==> src/mode_check_pkg.sv <==
package mode_check_pkg;

    // ********************************************************
    // Timing
    // ********************************************************
    localparam int CLK_PERIOD_NS = 10;
    localparam int SAMPLE_INTERVAL_NS = 3500000;
    localparam int SAMPLE_CYCLES_DEFAULT = SAMPLE_INTERVAL_NS / CLK_PERIOD_NS;

    // ********************************************************
    // Register offsets
    // ********************************************************
    localparam logic [7:0] OFS_CONTROL = 8'h00;
    localparam logic [7:0] OFS_START_ACCEPT = 8'h04;
    localparam logic [7:0] OFS_STATE = 8'h08;
    localparam logic [7:0] OFS_SWITCH_ERROR = 8'h0C;
    localparam logic [7:0] OFS_INFO_LOW = 8'h10;
    localparam logic [7:0] OFS_INFO_HIGH = 8'h14;
    localparam logic [7:0] OFS_MODULE_ERROR = 8'h18;
    localparam logic [7:0] OFS_ENC_BITS = 8'h1C;
    localparam logic [7:0] OFS_HALF_TURN = 8'h20;
    localparam logic [7:0] OFS_IRQ_STATUS = 8'h24;
    localparam logic [7:0] OFS_IRQ_MASK = 8'h28;

    // ********************************************************
    // Field positions
    // ********************************************************
    localparam int CTL_REQUEST = 0;
    localparam int CTL_CTRL_READY = 1;
    localparam int CTL_MP_READY = 2;
    localparam int CTL_SERVO_ON = 3;
    localparam int CTL_PROG_REG = 4;
    localparam int CTL_AXIS_MISMATCH = 5;
    localparam int CTL_HOMING_DONE = 6;
    localparam int CTL_WIDTH = 6;
    localparam int IRQ_SWITCH_ERR = 0;
    localparam int IRQ_MODULE_ERR = 1;
    localparam int IRQ_MODE_CHANGE = 2;
    localparam int IRQ_WIDTH = 3;

    // ********************************************************
    // Reset values and codes
    // ********************************************************
    localparam logic [5:0] ENC_BITS_RESET = 6'h20;
    localparam logic [5:0] ENC_BITS_FULL = 6'h20;
    localparam logic [31:0] HALF_TURN_RESET = 32'h0000_8000;
    localparam logic [15:0] ERR_NONE = 16'h0000;
    localparam logic [15:0] ERR_NOT_STOPPED = 16'h0001;
    localparam logic [15:0] ERR_RETURN_NOT_STOPPED = 16'h0100;
    localparam logic [15:0] ERR_NO_PROGRAM = 16'h0200;
    localparam logic [15:0] ERR_NOT_READY = 16'h0201;
    localparam logic [15:0] ERR_SERVO_OFF = 16'h0202;
    localparam logic [15:0] ERR_BACKUP_SUM = 16'h2EEA;
    localparam logic [15:0] ERR_ENC_COMM = 16'h2EF4;
    localparam logic [15:0] ERR_ENC_JUMP = 16'h2EFE;
    localparam logic [15:0] ERR_ENC_MISMATCH = 16'h2F08;

    typedef enum logic {MODE_REAL, MODE_VIRTUAL} op_mode_t;

endpackage

==> src/axis_check_if.sv <==
`timescale 1ns/1ps
interface axis_check_if;
    logic [31:0] enc_pos;
    logic [31:0] fb_pos;
    logic [5:0] enc_bits;
    logic [31:0] half_turn;
    logic amp_on;
    logic power_up;
    logic comm_fault;
    logic checksum_fail;
    logic virtual_mode;
    logic homed;
    logic err_valid;
    logic [15:0] err_code;
    logic homing_set;
    modport ctl (output enc_pos, fb_pos, enc_bits, half_turn, amp_on, power_up, comm_fault, checksum_fail,
        virtual_mode, homed, input err_valid, err_code, homing_set);
    modport mon (input enc_pos, fb_pos, enc_bits, half_turn, amp_on, power_up, comm_fault, checksum_fail,
        virtual_mode, homed, output err_valid, err_code, homing_set);
endinterface

==> src/mode_switch_error_check.sv <==
// Design decisions made here: the AHB-Lite interface to the registers and the register addresses.
`timescale 1ns/1ps
// Behaviour
// - Power-up in virtual mode with bad backup sum or no homing: code 12010, homing request.
// - Encoder communication fault at amplifier power-up: code 12020, homing needed again.
// - Encoder step above half a turn per sampling interval: code 12030, homing request.
// - Encoder and feedback positions differ within valid encoder bits: code 12040.
// - Request rises while any axis start-accept flag set: stay real, code 0001.
// - Request falls while any axis start-accept flag set: stay virtual, code 0100.
// - Request rises with no mechanical program registered: rejected, code 0200.
// - Request rises with mismatched axis numbers: rejected, code 0200.
// - Request rises with controller or motion processor not ready: rejected, code 0201.
// - Request rises with all-axes servo-on command clear: rejected, code 0202.
// - Codes 0201 and 0202 leave the faulting-axis registers untouched.
module mode_switch_error_check #(
    parameter int SAMPLE_CYCLES = mode_check_pkg::SAMPLE_CYCLES_DEFAULT
) (
    // Clock and reset
    input wire logic ref_clk,
    input wire logic rst_n,
    // AHB-Lite slave
    input wire logic hsel,
    input wire logic [31:0] haddr,
    input wire logic [1:0] htrans,
    input wire logic hwrite,
    input wire logic [2:0] hsize,
    input wire logic [31:0] hwdata,
    input wire logic hready,
    output logic hreadyout,
    output logic hresp,
    output logic [31:0] hrdata,
    // Axis side
    input wire logic amp_power_on,
    input wire logic encoder_comm_fault,
    input wire logic backup_checksum_fail,
    input wire logic [31:0] encoder_position,
    input wire logic [31:0] feedback_position,
    // Status outputs
    output logic homing_request,
    output logic virtual_mode,
    output logic irq
);
    import mode_check_pkg::*;

    // ********************************************************
    // Registers
    // ********************************************************
    logic [CTL_WIDTH-1:0] control;
    logic [31:0] axis_start_accept_flags;
    logic [15:0] mode_switch_error_code;
    logic [15:0] error_axis_info_low;
    logic [15:0] error_axis_info_high;
    logic [15:0] module_error_code;
    logic [5:0] enc_bits;
    logic [31:0] half_turn;
    logic [IRQ_WIDTH-1:0] irq_status;
    logic [IRQ_WIDTH-1:0] irq_mask;
    op_mode_t mode;
    logic homed;
    logic req_prev;
    logic amp_on_prev;

    // Synchronised pins, all read by the supervision; only amp_on_s is also read by the status register.
    logic amp_on_s;
    logic comm_fault_s;
    logic checksum_fail_s;

    // ********************************************************
    // Bus slave
    // ********************************************************
    logic d_wr;
    logic d_rd;
    logic rd_ready;
    logic [7:0] d_addr;
    logic [31:0] rd_mux;
    wire accept = hsel && htrans[1] && hready;
    wire wr_fire = d_wr;
    wire wr_control = wr_fire && (d_addr == OFS_CONTROL);
    wire wr_start = wr_fire && (d_addr == OFS_START_ACCEPT);
    wire wr_switch_err = wr_fire && (d_addr == OFS_SWITCH_ERROR);
    wire wr_module_err = wr_fire && (d_addr == OFS_MODULE_ERROR);
    wire wr_enc_bits = wr_fire && (d_addr == OFS_ENC_BITS);
    wire wr_half_turn = wr_fire && (d_addr == OFS_HALF_TURN);
    wire wr_irq_status = wr_fire && (d_addr == OFS_IRQ_STATUS);
    wire wr_irq_mask = wr_fire && (d_addr == OFS_IRQ_MASK);
    wire homing_done = wr_control && hwdata[CTL_HOMING_DONE] && (mode == MODE_REAL);

    // A read takes one wait state so that a write in the preceding data phase is always seen.
    assign hreadyout = !d_rd || rd_ready;
    assign hresp = 1'b0;

    always_comb begin
        unique case (d_addr)
            OFS_CONTROL: rd_mux = {26'h0, control};
            OFS_START_ACCEPT: rd_mux = axis_start_accept_flags;
            OFS_STATE: rd_mux = {28'h0, amp_on_s, homed, homing_request, mode == MODE_VIRTUAL};
            OFS_SWITCH_ERROR: rd_mux = {16'h0, mode_switch_error_code};
            OFS_INFO_LOW: rd_mux = {16'h0, error_axis_info_low};
            OFS_INFO_HIGH: rd_mux = {16'h0, error_axis_info_high};
            OFS_MODULE_ERROR: rd_mux = {16'h0, module_error_code};
            OFS_ENC_BITS: rd_mux = {26'h0, enc_bits};
            OFS_HALF_TURN: rd_mux = half_turn;
            OFS_IRQ_STATUS: rd_mux = {29'h0, irq_status};
            OFS_IRQ_MASK: rd_mux = {29'h0, irq_mask};
            default: rd_mux = 32'h0;
        endcase
    end

    always_ff @(posedge ref_clk or negedge rst_n) begin
        if (!rst_n) begin
            d_wr <= 1'b0;
            d_rd <= 1'b0;
            d_addr <= 8'h00;
            rd_ready <= 1'b0;
            hrdata <= 32'h0;
        end else begin
            d_wr <= accept ? hwrite : (hreadyout ? 1'b0 : d_wr);
            d_rd <= accept ? !hwrite : (hreadyout ? 1'b0 : d_rd);
            d_addr <= accept ? ((haddr[31:8] == 24'h0) ? haddr[7:0] : 8'hFF) : d_addr;
            rd_ready <= d_rd && !rd_ready;
            hrdata <= (d_rd && !rd_ready) ? rd_mux : hrdata;
        end
    end

    // ********************************************************
    // Axis pins
    // ********************************************************
    axis_check_if ck ();

    pin_sync #(.WIDTH(3)) u_pin_sync (
        .ref_clk(ref_clk),
        .rst_n(rst_n),
        .pin_in({amp_power_on, encoder_comm_fault, backup_checksum_fail}),
        .pin_out({amp_on_s, comm_fault_s, checksum_fail_s})
    );

    assign ck.enc_pos = encoder_position;
    assign ck.fb_pos = feedback_position;
    assign ck.enc_bits = enc_bits;
    assign ck.half_turn = half_turn;
    assign ck.amp_on = amp_on_s;
    assign ck.power_up = amp_on_s && !amp_on_prev;
    assign ck.comm_fault = comm_fault_s;
    assign ck.checksum_fail = checksum_fail_s;
    assign ck.virtual_mode = (mode == MODE_VIRTUAL);
    assign ck.homed = homed;

    abs_position_monitor #(.SAMPLE_CYCLES(SAMPLE_CYCLES)) u_monitor (
        .ref_clk(ref_clk),
        .rst_n(rst_n),
        .ck(ck)
    );

    // ********************************************************
    // Mode switch checks
    // ********************************************************
    wire req_rise = control[CTL_REQUEST] && !req_prev;
    wire req_fall = !control[CTL_REQUEST] && req_prev;
    wire any_moving = |axis_start_accept_flags;
    wire no_program = !control[CTL_PROG_REG] || control[CTL_AXIS_MISMATCH];
    wire not_ready = !control[CTL_CTRL_READY] || !control[CTL_MP_READY];
    wire servo_off = !control[CTL_SERVO_ON];
    wire rise_reject = req_rise && (any_moving || no_program || not_ready || servo_off);
    wire fall_reject = req_fall && any_moving;
    wire switch_error = rise_reject || fall_reject;
    wire mode_change = (req_rise && !rise_reject) || (req_fall && !fall_reject);
    wire write_axis_info = switch_error && (any_moving || no_program);
    // Checked in a fixed order: axes still moving, program, readiness, servo-on.
    wire [15:0] next_switch_code = any_moving ? (req_rise ? ERR_NOT_STOPPED : ERR_RETURN_NOT_STOPPED)
        : no_program ? ERR_NO_PROGRAM
        : not_ready ? ERR_NOT_READY
        : ERR_SERVO_OFF;
    // Axis information names the axes still moving; a program fault clears it.
    wire [31:0] next_axis_info = any_moving ? axis_start_accept_flags : 32'h0;
    wire [IRQ_WIDTH-1:0] irq_events = {mode_change, ck.err_valid, switch_error};

    always_ff @(posedge ref_clk or negedge rst_n) begin
        if (!rst_n) begin
            control <= '0;
            axis_start_accept_flags <= 32'h0;
            enc_bits <= ENC_BITS_RESET;
            half_turn <= HALF_TURN_RESET;
            irq_mask <= '0;
            req_prev <= 1'b0;
            amp_on_prev <= 1'b0;
        end else begin
            control <= wr_control ? hwdata[CTL_WIDTH-1:0] : control;
            axis_start_accept_flags <= wr_start ? hwdata : axis_start_accept_flags;
            enc_bits <= wr_enc_bits ? hwdata[5:0] : enc_bits;
            half_turn <= wr_half_turn ? hwdata : half_turn;
            irq_mask <= wr_irq_mask ? hwdata[IRQ_WIDTH-1:0] : irq_mask;
            req_prev <= control[CTL_REQUEST];
            amp_on_prev <= amp_on_s;
        end
    end

    // An error that lands in the same cycle as a clearing write is kept.
    always_ff @(posedge ref_clk or negedge rst_n) begin
        if (!rst_n) begin
            mode <= MODE_REAL;
            mode_switch_error_code <= ERR_NONE;
            error_axis_info_low <= 16'h0;
            error_axis_info_high <= 16'h0;
        end else begin
            mode <= mode_change ? (req_rise ? MODE_VIRTUAL : MODE_REAL) : mode;
            mode_switch_error_code <= switch_error ? next_switch_code
                : (wr_switch_err ? ERR_NONE : mode_switch_error_code);
            error_axis_info_low <= write_axis_info ? next_axis_info[15:0] : error_axis_info_low;
            error_axis_info_high <= write_axis_info ? next_axis_info[31:16] : error_axis_info_high;
        end
    end

    // ********************************************************
    // Module errors and interrupts
    // ********************************************************
    always_ff @(posedge ref_clk or negedge rst_n) begin
        if (!rst_n) begin
            module_error_code <= ERR_NONE;
            homing_request <= 1'b0;
            homed <= 1'b0;
            irq_status <= '0;
        end else begin
            module_error_code <= ck.err_valid ? ck.err_code : (wr_module_err ? ERR_NONE : module_error_code);
            homing_request <= ck.homing_set || (homing_request && !homing_done);
            homed <= (homed || homing_done) && !(ck.power_up && ck.comm_fault);
            irq_status <= irq_events | (irq_status & ~(wr_irq_status ? hwdata[IRQ_WIDTH-1:0] : '0));
        end
    end

    // ********************************************************
    // Status outputs
    // ********************************************************
    assign virtual_mode = (mode == MODE_VIRTUAL);
    assign irq = |(irq_status & irq_mask);
endmodule

==> src/pin_sync.sv <==
`timescale 1ns/1ps
module pin_sync #(
    parameter int WIDTH = 1
) (
    // Clock and reset
    input wire logic ref_clk,
    input wire logic rst_n,
    // Pins
    input wire logic [WIDTH-1:0] pin_in,
    output logic [WIDTH-1:0] pin_out
);
    logic [WIDTH-1:0] stage1;
    logic [WIDTH-1:0] stage2;
    logic [WIDTH-1:0] stage3;

    // A change is taken only once the second and third stages agree, which filters one-cycle glitches.
    always_ff @(posedge ref_clk or negedge rst_n) begin
        if (!rst_n) begin
            stage1 <= '0;
            stage2 <= '0;
            stage3 <= '0;
            pin_out <= '0;
        end else begin
            stage1 <= pin_in;
            stage2 <= stage1;
            stage3 <= stage2;
            pin_out <= (stage2 == stage3) ? stage3 : pin_out;
        end
    end
endmodule

==> src/abs_position_monitor.sv <==
`timescale 1ns/1ps
module abs_position_monitor #(
    parameter int SAMPLE_CYCLES = mode_check_pkg::SAMPLE_CYCLES_DEFAULT
) (
    // Clock and reset
    input wire logic ref_clk,
    input wire logic rst_n,
    // Axis supervision
    axis_check_if.mon ck
);
    import mode_check_pkg::*;

    logic [31:0] sample_cnt;
    logic [31:0] prev_enc;
    logic mismatch_q;
    wire tick = (sample_cnt == 32'(SAMPLE_CYCLES - 1));
    wire [31:0] enc_mask = (ck.enc_bits >= ENC_BITS_FULL) ? 32'hFFFF_FFFF : ((32'h1 << ck.enc_bits) - 32'h1);
    wire [31:0] step_fwd = (ck.enc_pos - prev_enc) & enc_mask;
    wire [31:0] step_rev = (prev_enc - ck.enc_pos) & enc_mask;
    wire [31:0] step = (step_fwd < step_rev) ? step_fwd : step_rev;
    wire mismatch = ck.amp_on && (((ck.enc_pos ^ ck.fb_pos) & enc_mask) != 32'h0);
    wire ev_backup = ck.power_up && ck.virtual_mode && (ck.checksum_fail || !ck.homed);
    wire ev_comm = ck.power_up && ck.comm_fault;
    wire ev_jump = ck.amp_on && tick && (step > ck.half_turn);
    wire ev_mismatch = mismatch && !mismatch_q;

    // ********************************************************
    // Supervision
    // ********************************************************
    // The mismatch is reported on its onset only, so a lasting fault does not flood the interrupt.
    always_ff @(posedge ref_clk or negedge rst_n) begin
        if (!rst_n) begin
            sample_cnt <= 32'h0;
            prev_enc <= 32'h0;
            mismatch_q <= 1'b0;
            ck.err_valid <= 1'b0;
            ck.err_code <= ERR_NONE;
            ck.homing_set <= 1'b0;
        end else begin
            sample_cnt <= tick ? 32'h0 : sample_cnt + 32'h1;
            prev_enc <= tick ? ck.enc_pos : prev_enc;
            mismatch_q <= mismatch;
            ck.err_valid <= ev_backup | ev_comm | ev_jump | ev_mismatch;
            ck.homing_set <= ev_backup | ev_comm | ev_jump;
            ck.err_code <= ev_backup ? ERR_BACKUP_SUM : ev_comm ? ERR_ENC_COMM : ev_jump ? ERR_ENC_JUMP :
                ev_mismatch ? ERR_ENC_MISMATCH : ck.err_code;
        end
    end
endmodule

==> config.mk <==
export PLATFORM = sky130hd
export DESIGN_NAME = mode_switch_error_check
export DESIGN_NICKNAME = d
export VERILOG_FILES = /design/src/mode_check_pkg.sv /design/src/axis_check_if.sv /design/src/mode_switch_error_check.sv /design/src/pin_sync.sv /design/src/abs_position_monitor.sv
export SDC_FILE = /design/constraint.sdc
export NUM_CORES = 1
export LEC_CHECK = 0
export CAP_MARGIN = 20
export CORE_MARGIN = 2
export CORE_UTILIZATION = 40
export CTS_BUF_LIST = sky130_fd_sc_hd__clkbuf_16
export DETAILED_ROUTE_END_ITERATION = 10
export DONT_BUFFER_PORTS = 1
export SYNTH_ARGS = -nofsm -noshare
export SYNTH_HDL_FRONTEND = slang
export SYNTH_HIERARCHICAL = 1
export SYNTH_SLANG_ARGS = --single-unit
==> constraint.sdc <==
create_clock -name ref_clk -period 9.1 [get_ports ref_clk]
set_clock_uncertainty 0.2 [all_clocks]
set_input_delay 0.91 -clock ref_clk [delete_from_list [all_inputs] [get_ports ref_clk]]
set_output_delay 0.91 -clock ref_clk [all_outputs]
set_load 0.005 [all_outputs]
==> flow_summary_export.csv, run 1 <==
group,metric,value,unit
status,run_status,"finished, final reports clean",
clock_tree,cts_sinks,267,
drt,1st_pass_router_iterations,5,
drt,routed-wl-met3,3.438,mm
layout,diodes,0,
critical_path,cp_data_required_time,9.38,ns
die,fp-row-count,79,
timing,fmax,118.6,MHz
synth,synth-seq-area-share,35.12,%
critical_path,end_kind,"register",
power_and_ir_drop,vdd_ir_drop_max,0.1423,mV
drt,drt.antenna.violating_nets,0,
layout,drive_gt1_share,9.661,%
global_routing,global_route.usage.total,23.35,%
timing,setup_violations,0,
timing,rsz_0062_raised_after_global_routing,"false",
global_routing,antenna_found_initial,0,
drt,routed-wl-met2,26.29,mm
timing,finalSetupTns,0,ns
timing,worst_hold_slack,0.05435,ns
critical_path,count_of_cells_along_the_worst_register_to_register_path,26,
drt,m1WireLength,27.38,mm
synth,netlist.area_leader.share,34.84,%
global_routing,grt_first_pass_wirelength,90.76,mm
timing,final_min_period_over_clock_period,92.63,%
clock_tree,post_cts_resize_count,0,
synth,synth.area.top_cells,"dfrtp_1 (35%), ha_1 (8.3%), mux2_4 (4.7%)",
synth,yosysUniqueCellTypes,103,
timing,timing.slew.headroom,23.45,%
clock_tree,root_buffer,"clkbuf_16",
drt,maxUsedRoutingLayer,"met4",
critical_path,worst-endpoint-arrival,8.71,ns
die,initial_core_util,40.71,%
layout,final_std_cell_area_no_fill,0.02041,mm^2
synth,ys_ff_latch,267,
placement,dpl_wire_length,44.70,mm
clock_tree,clkLatencyLatePin,0.60,ns
global_routing,global_route.overflow_total,0,
clock_tree,clkTransAtPathRegs,0.06,ns
placement,placed_area,0.01933,mm^2
layout,areaGrowthSynthToFinish,7.225,%
die,core_area,0.04675,mm^2
synth,synth-warning-count,6,
timing,finalMaxSlewViolations,0,
critical_path,timing.reg2reg.setup_slack,0.67,ns
drt,via_count,15550,
clock_tree,cts_tree,"yes",
critical_path,critical_path_class,"reg2reg",
clock_tree,number_of_buffers_created_by_cts,30,
critical_path,setup.worst_path.start_class,"register",
synth,synth.cell_area,0.01903,mm^2
die,total_die_area,0.04934,mm^2
synth,number_of_enable_flip_flop_cells_after_synthesis,0,
synth,dominantRegCellSynth,"dfrtp_1",
timing,period_needed,8.429,ns
drt,drt-initial-drc-count,1581,
synth,yosys.area.top_type,"dfrtp_1",
drt,vias_per_cell,5.948,
die,die_height,222.1,um
critical_path,critical_path.max_fanout,38,
layout,final_core_utilization,43.65,%
clock_tree,htreeDepth,1,
job,number_of_max_capacitance_violations_reported,0,
die,floorplan.io_pins,178,
layout,multi_input_area,0.01125,mm^2
global_routing,largest_net_degree_at_the_start_of_global_routing,268,
layout,net_count_of_the_finished_layout,2254,
critical_path,crit_path_frequent_cell,"ha_1",
drt,post-route-drc-count,0,
layout,final-seq-area,0.006684,mm^2
timing,finalHoldViolCount,0,
clock_tree,cts_buffer_depth,3,
critical_path,max_stage_delay,0.77,ns
placement,gp_congestion,0.9297,
drt,post_drt_wl_per_cell,22.54,um
synth,syn-instance-count,2052,
synth,synth_commonest_cells,"dfrtp_1 (265), nand2_1 (181), inv_1 (131), ha_1 (126), a21oi_1 (124)",
critical_path,crit-reg2reg-capture,"u_monitor/ck.err_code[11]",
placement,port_buffers,0,
synth,synthMostInstantiatedCell,"dfrtp_1",
power_and_ir_drop,p_per_area,168.9,mW/mm^2
timing,worst-slew-pin-transition,1.140,ns
global_routing,first_global_vias,15120,
die,die_width,222.1,um
layout,fillCellCount,4542,
critical_path,slowest_stage,"a41oi_4",
synth,async_reset_ff_share,100.0,%
min_path,path_class_of_the_lowest_slack_min_delay_path,"in2async",
critical_path,rr_startpoint,"ck.enc_bits[5]",
synth,synthesis.area_per_instance,9.275,um^2
drt,totalWireLength,58.94,mm
power_and_ir_drop,p_leak,9.327,nW
[worst max-delay path, delay by kind of cell, from the launching register on]
family                   cells  cell delay [ns]
AO/OA/AOI/OAI               11             3.41
flip-flops                   1             0.58
AND/OR/NAND/NOR             11             2.69
buffers and inverters        1             0.22
adder cells (fa/ha/maj)      3             1.21
[power breakdown]
group          leakage (nW)  internal, mW  total [mW]  switching, mW
Sequential             3.13          1.32        1.47          0.142
Combinational          5.70         0.324       0.735          0.411
Clock                 0.498         0.716        1.24          0.528
Total                  9.33          2.36        3.45           1.08
[per-layer routing]
metal / up-vias / track usage [%]
met5: - / 0
li1: 7319 / -
met2: 512 / 36.45
met3: 73 / 3.247
met1: 7650 / 33.57
met4: 0 / 6.779
[registers in the layout (all words and copies together) (netlist names), 3 cells and up]
name and count:
control 6, u_pin_sync/stage3 3, axis_start_accept_flags 32, hrdata 32
module_error_code 16, error_axis_info_high 16, error_axis_info_low 16, u_monitor/prev_enc 32
ck.enc_bits 6, irq_status 3, u_monitor/ck.err_code 6, u_monitor/sample_cnt 32
u_pin_sync/stage1 3, d_addr 8, irq_mask 3, u_pin_sync/stage2 3
mode_switch_error_code 4, ck.half_turn 32, u_pin_sync/pin_out 3
[area by class of cell]
class,count,area share (%)
tap,607,3.722
inverter,131,2.410
multi-input combinational,1535,55.13
clock buffer,30,3.679
sequential,267,32.75
timing repair buffer,20,1.055
clock inverter,25,1.251
[metrics by stage]
stage                     setup slack, ns  power [mW]  instances
after floorplan                     2.018       1.979       2055
after global placement             0.6406       2.159       2556
after detailed placement           0.4822       2.186       2557
after CTS                          0.7019       3.470       2613
after global routing              0.04831       3.624       2615
final                              0.6711       3.446       2615
[placed cells by master (no fill, tap or decap), types with 8 or more instances in the layout]
cell type	instances
a2111oi_0	10
a22oi_1	36
clkbuf_16	30
mux2_2	22
nand2b_1	10
nor2_1	92
xor2_1	55
nor2b_1	12
o211ai_1	10
and4_1	10
and2_1	31
or3_1	34
and3_1	10
o21bai_1	15
inv_1	134
a222oi_1	10
a21oi_1	124
o21ai_0	123
o22a_1	10
o21a_1	8
xnor2_1	66
a21o_1	56
nor4_1	26
nand3_1	54
ha_1	126
o21ai_1	26
nand2_1	181
nand4_1	36
a22o_1	59
o31ai_1	11
mux2_4	60
dfrtp_1	265
nor3_1	23
a31oi_1	12
mux2i_1	14
o22ai_1	10
buf_4	15
[logic make-up (layout without fill, tap and decap cells)]
group / count (synthesis) / after routing / synth area share [%]
XOR/XNOR: 121 / 121 / 5.568
flip-flops: 267 / 267 / 35.12
buffers and inverters: 253 / 206 / 5.989
adder cells (fa/ha/maj): 128 / 128 / 8.494
AO/OA/AOI/OAI: 610 / 610 / 21.96
other: 2 / 5 / 0.03946
AND/OR/NAND/NOR: 570 / 570 / 15.71
multiplexers: 101 / 101 / 7.126
[what timing repair did]
item                      CTS  global route
buffers inserted            0             0
hold endpoints to repair  267             0
hold buffers                1             0
[worst max-delay path by stage]
stage | to | from | slack [ns]
after global routing | u_monitor/ck.err_code[11] | ck.enc_bits[5] | 0.05
after CTS | u_monitor/ck.err_code[11] | ck.enc_bits[5] | 0.70
after detailed placement | u_monitor/ck.err_code[11] | encoder_position[1] | 0.48
after floorplan | u_monitor/ck.err_code[3] | encoder_position[0] | 2.02
after global placement | u_monitor/ck.err_code[11] | encoder_position[1] | 0.64
final | u_monitor/ck.err_code[11] | ck.enc_bits[5] | 0.67
No activity file was read; power rests on OpenSTA's default activity.
==> inputs of run 2 (changes only) <==
==> constraint.sdc (replaced) <==
create_clock -name ref_clk -period 7.45 [get_ports ref_clk]
set_clock_uncertainty 0.2 [all_clocks]
set_input_delay 0.745 -clock ref_clk [delete_from_list [all_inputs] [get_ports ref_clk]]
set_output_delay 0.745 -clock ref_clk [all_outputs]
set_load 0.005 [all_outputs]
==> run 2 against run 1 <==
Effect of this change: clock power increased by 25%; sequential cell count is the same; global-route usage rose by 0.34 points; core utilization rose by 1.3 points; largest power group unchanged; fmax increased by 20%; count of clock-buffer cells in the layout rose by 1; via count rose by 1.2%; worst setup slack got worse by 0.25 ns; first-iteration DRC count decreased by 12%; combinational power is 31% higher; worst hold slack got worse by 0.010 ns; register-to-register slack got worse by 0.25 ns.
==> flow_summary_export.csv, run 2 (synthesis gave the netlist of run 1 again) <==
group,metric,value,unit
power_and_ir_drop,finalPower,4.297,mW
critical_path,critical_path.max_fanout,23,
layout,diodes,0,
drt,vias_per_cell,5.855,
die,floorplan.io_pins,178,
critical_path,max_stage_delay,0.55,ns
layout,areaGrowthSynthToFinish,10.37,%
timing,timing.slew.headroom,35.60,%
die,initial_core_util,40.71,%
clock_tree,number_of_buffers_created_by_cts,31,
critical_path,critical_path_class,"reg2reg",
die,die_height,222.1,um
drt,1st_pass_router_iterations,6,
critical_path,cpLargestDelayFamily,"simple AND/OR/NAND/NOR gates",
clock_tree,clkTransAtPathRegs,0.06,ns
critical_path,cp_num_buf_inv,5,
clock_tree,cts_sinks,267,
drt,post_drt_wl_per_cell,22.21,um
layout,final_core_utilization,44.93,%
critical_path,cp_data_required_time,7.73,ns
timing,fmax,142.3,MHz
global_routing,global_route.overflow_total,0,
global_routing,first_global_vias,15420,
drt,post-route-drc-count,0,
timing,setup_violations,0,
clock_tree,cts_buffer_depth,3,
die,core_area,0.04675,mm^2
job,number_of_max_capacitance_violations_reported,0,
drt,via_count,15740,
placement,placed_area,0.01981,mm^2
drt,drt-initial-drc-count,1398,
clock_tree,clkLatencyLatePin,0.60,ns
timing,period_needed,7.026,ns
layout,drive_gt1_share,12.87,%
timing,final_min_period_over_clock_period,94.30,%
critical_path,end_kind,"register",
timing,finalMaxSlewViolations,0,
placement,placed_cells_incl_taps,2622,
global_routing,global_route.usage.total,23.69,%
power_and_ir_drop,p_leak,9.693,nW
layout,final-seq-area,0.006684,mm^2
power_and_ir_drop,p_per_area,204.6,mW/mm^2
clock_tree,root_buffer,"clkbuf_16",
layout,net_count_of_the_finished_layout,2326,
global_routing,largest_net_degree_at_the_start_of_global_routing,268,
timing,worst-slew-pin-transition,0.9572,ns
clock_tree,cts_tree,"yes",
drt,drt.antenna.violating_nets,0,
status,run_status,"finished, final reports clean",
critical_path,slowest_stage,"or4_4",
min_path,path_class_of_the_lowest_slack_min_delay_path,"in2reg",
clock_tree,htreeDepth,1,
layout,multi_input_area,0.01128,mm^2
die,die_width,222.1,um
layout,layout.cells.most_common,"dfrtp_1",
layout,fillCellCount,4531,
layout,final_cell_mix,"dfrtp_1 (265), nand2_1 (181), inv_1 (138)",
layout,final_std_cell_area_no_fill,0.02101,mm^2
critical_path,worst-endpoint-arrival,7.30,ns
timing,finalHoldViolCount,0,
global_routing,antenna_found_initial,0,
critical_path,setup.worst_path.start_class,"register",
layout,finalNonFillerCells,2689,
timing,worst_hold_slack,0.04408,ns
placement,dpl_wire_length,45.72,mm
placement,port_buffers,0,
die,fp-row-count,79,
global_routing,grt_first_pass_wirelength,91.94,mm
drt,totalWireLength,59.74,mm
die,total_die_area,0.04934,mm^2
power_and_ir_drop,vdd_ir_drop_max,0.1860,mV
placement,gp_congestion,0.9105,
## run 2: path summary, 6_finish.rpt
check                                       endpoint            startpoint  slack (ns)  cells after the start
hold reg to reg                 u_pin_sync/stage2[1]  u_pin_sync/stage1[1]        0.15                      0
setup reg to reg           u_monitor/ck.err_code[11]        ck.enc_bits[2]        0.42                     29
max in group asynchronous                 hrdata[29]                 rst_n        5.29                      3
hold / removal                                  d_rd                hwrite        0.04                      1
setup / recovery           u_monitor/ck.err_code[11]        ck.enc_bits[2]        0.42                     29
min in group asynchronous     error_axis_info_low[0]                 rst_n        0.55                      2
## run 2: routing by layer
layer	vias to the layer above	GRT usage, %	part of all wire, %
li1	7458	-	-
met1	7763	33.77	47
met2	462	37.76	46
met3	60	3.366	5.4
met4	0	5.863	2.3
met5	-	0	0
## run 2: per-stage QoR
stage               setup WS, ns  setup TNS [ns]
finish                    0.4244               0
global route           -0.008062       -0.008062
CTS                      0.02923               0
detailed placement       -0.1696         -0.6198
global placement         -0.1305         -0.5478
floorplan                 0.5330               0
## run 2: what timing repair did
item                                   4_1_cts  5_1_grt
setup buffers                                0        3
hold buffers                                 4        1
setup endpoints to repair                    0        8
endpoints found under the hold margin      270      108
resized for setup                            0       13
## run 2: layout make-up
cell class	instances	area share [%]
Sequential cell	267	31.82
Multi-Input combinational cell	1535	53.70
Inverter	131	2.341
Clock inverter	27	1.221
Timing Repair Buffer	91	3.610
Clock buffer	31	3.693
Tap cell	607	3.615
## run 2: worst reg2reg max path, delay by kind of cell, from the launching register on
family	cells	cell delay, ns
AND/OR/NAND/NOR	9	2.26
AO/OA/AOI/OAI	12	2.20
adder cells (fa/ha/maj)	3	0.95
buffers and inverters	5	0.79
flip-flops	1	0.46
## run 2: report_power, final
group	internal, mW	switching [mW]
logic	0.438	0.524
clock network	0.900	0.650
registers	1.62	0.168
total	2.96	1.34
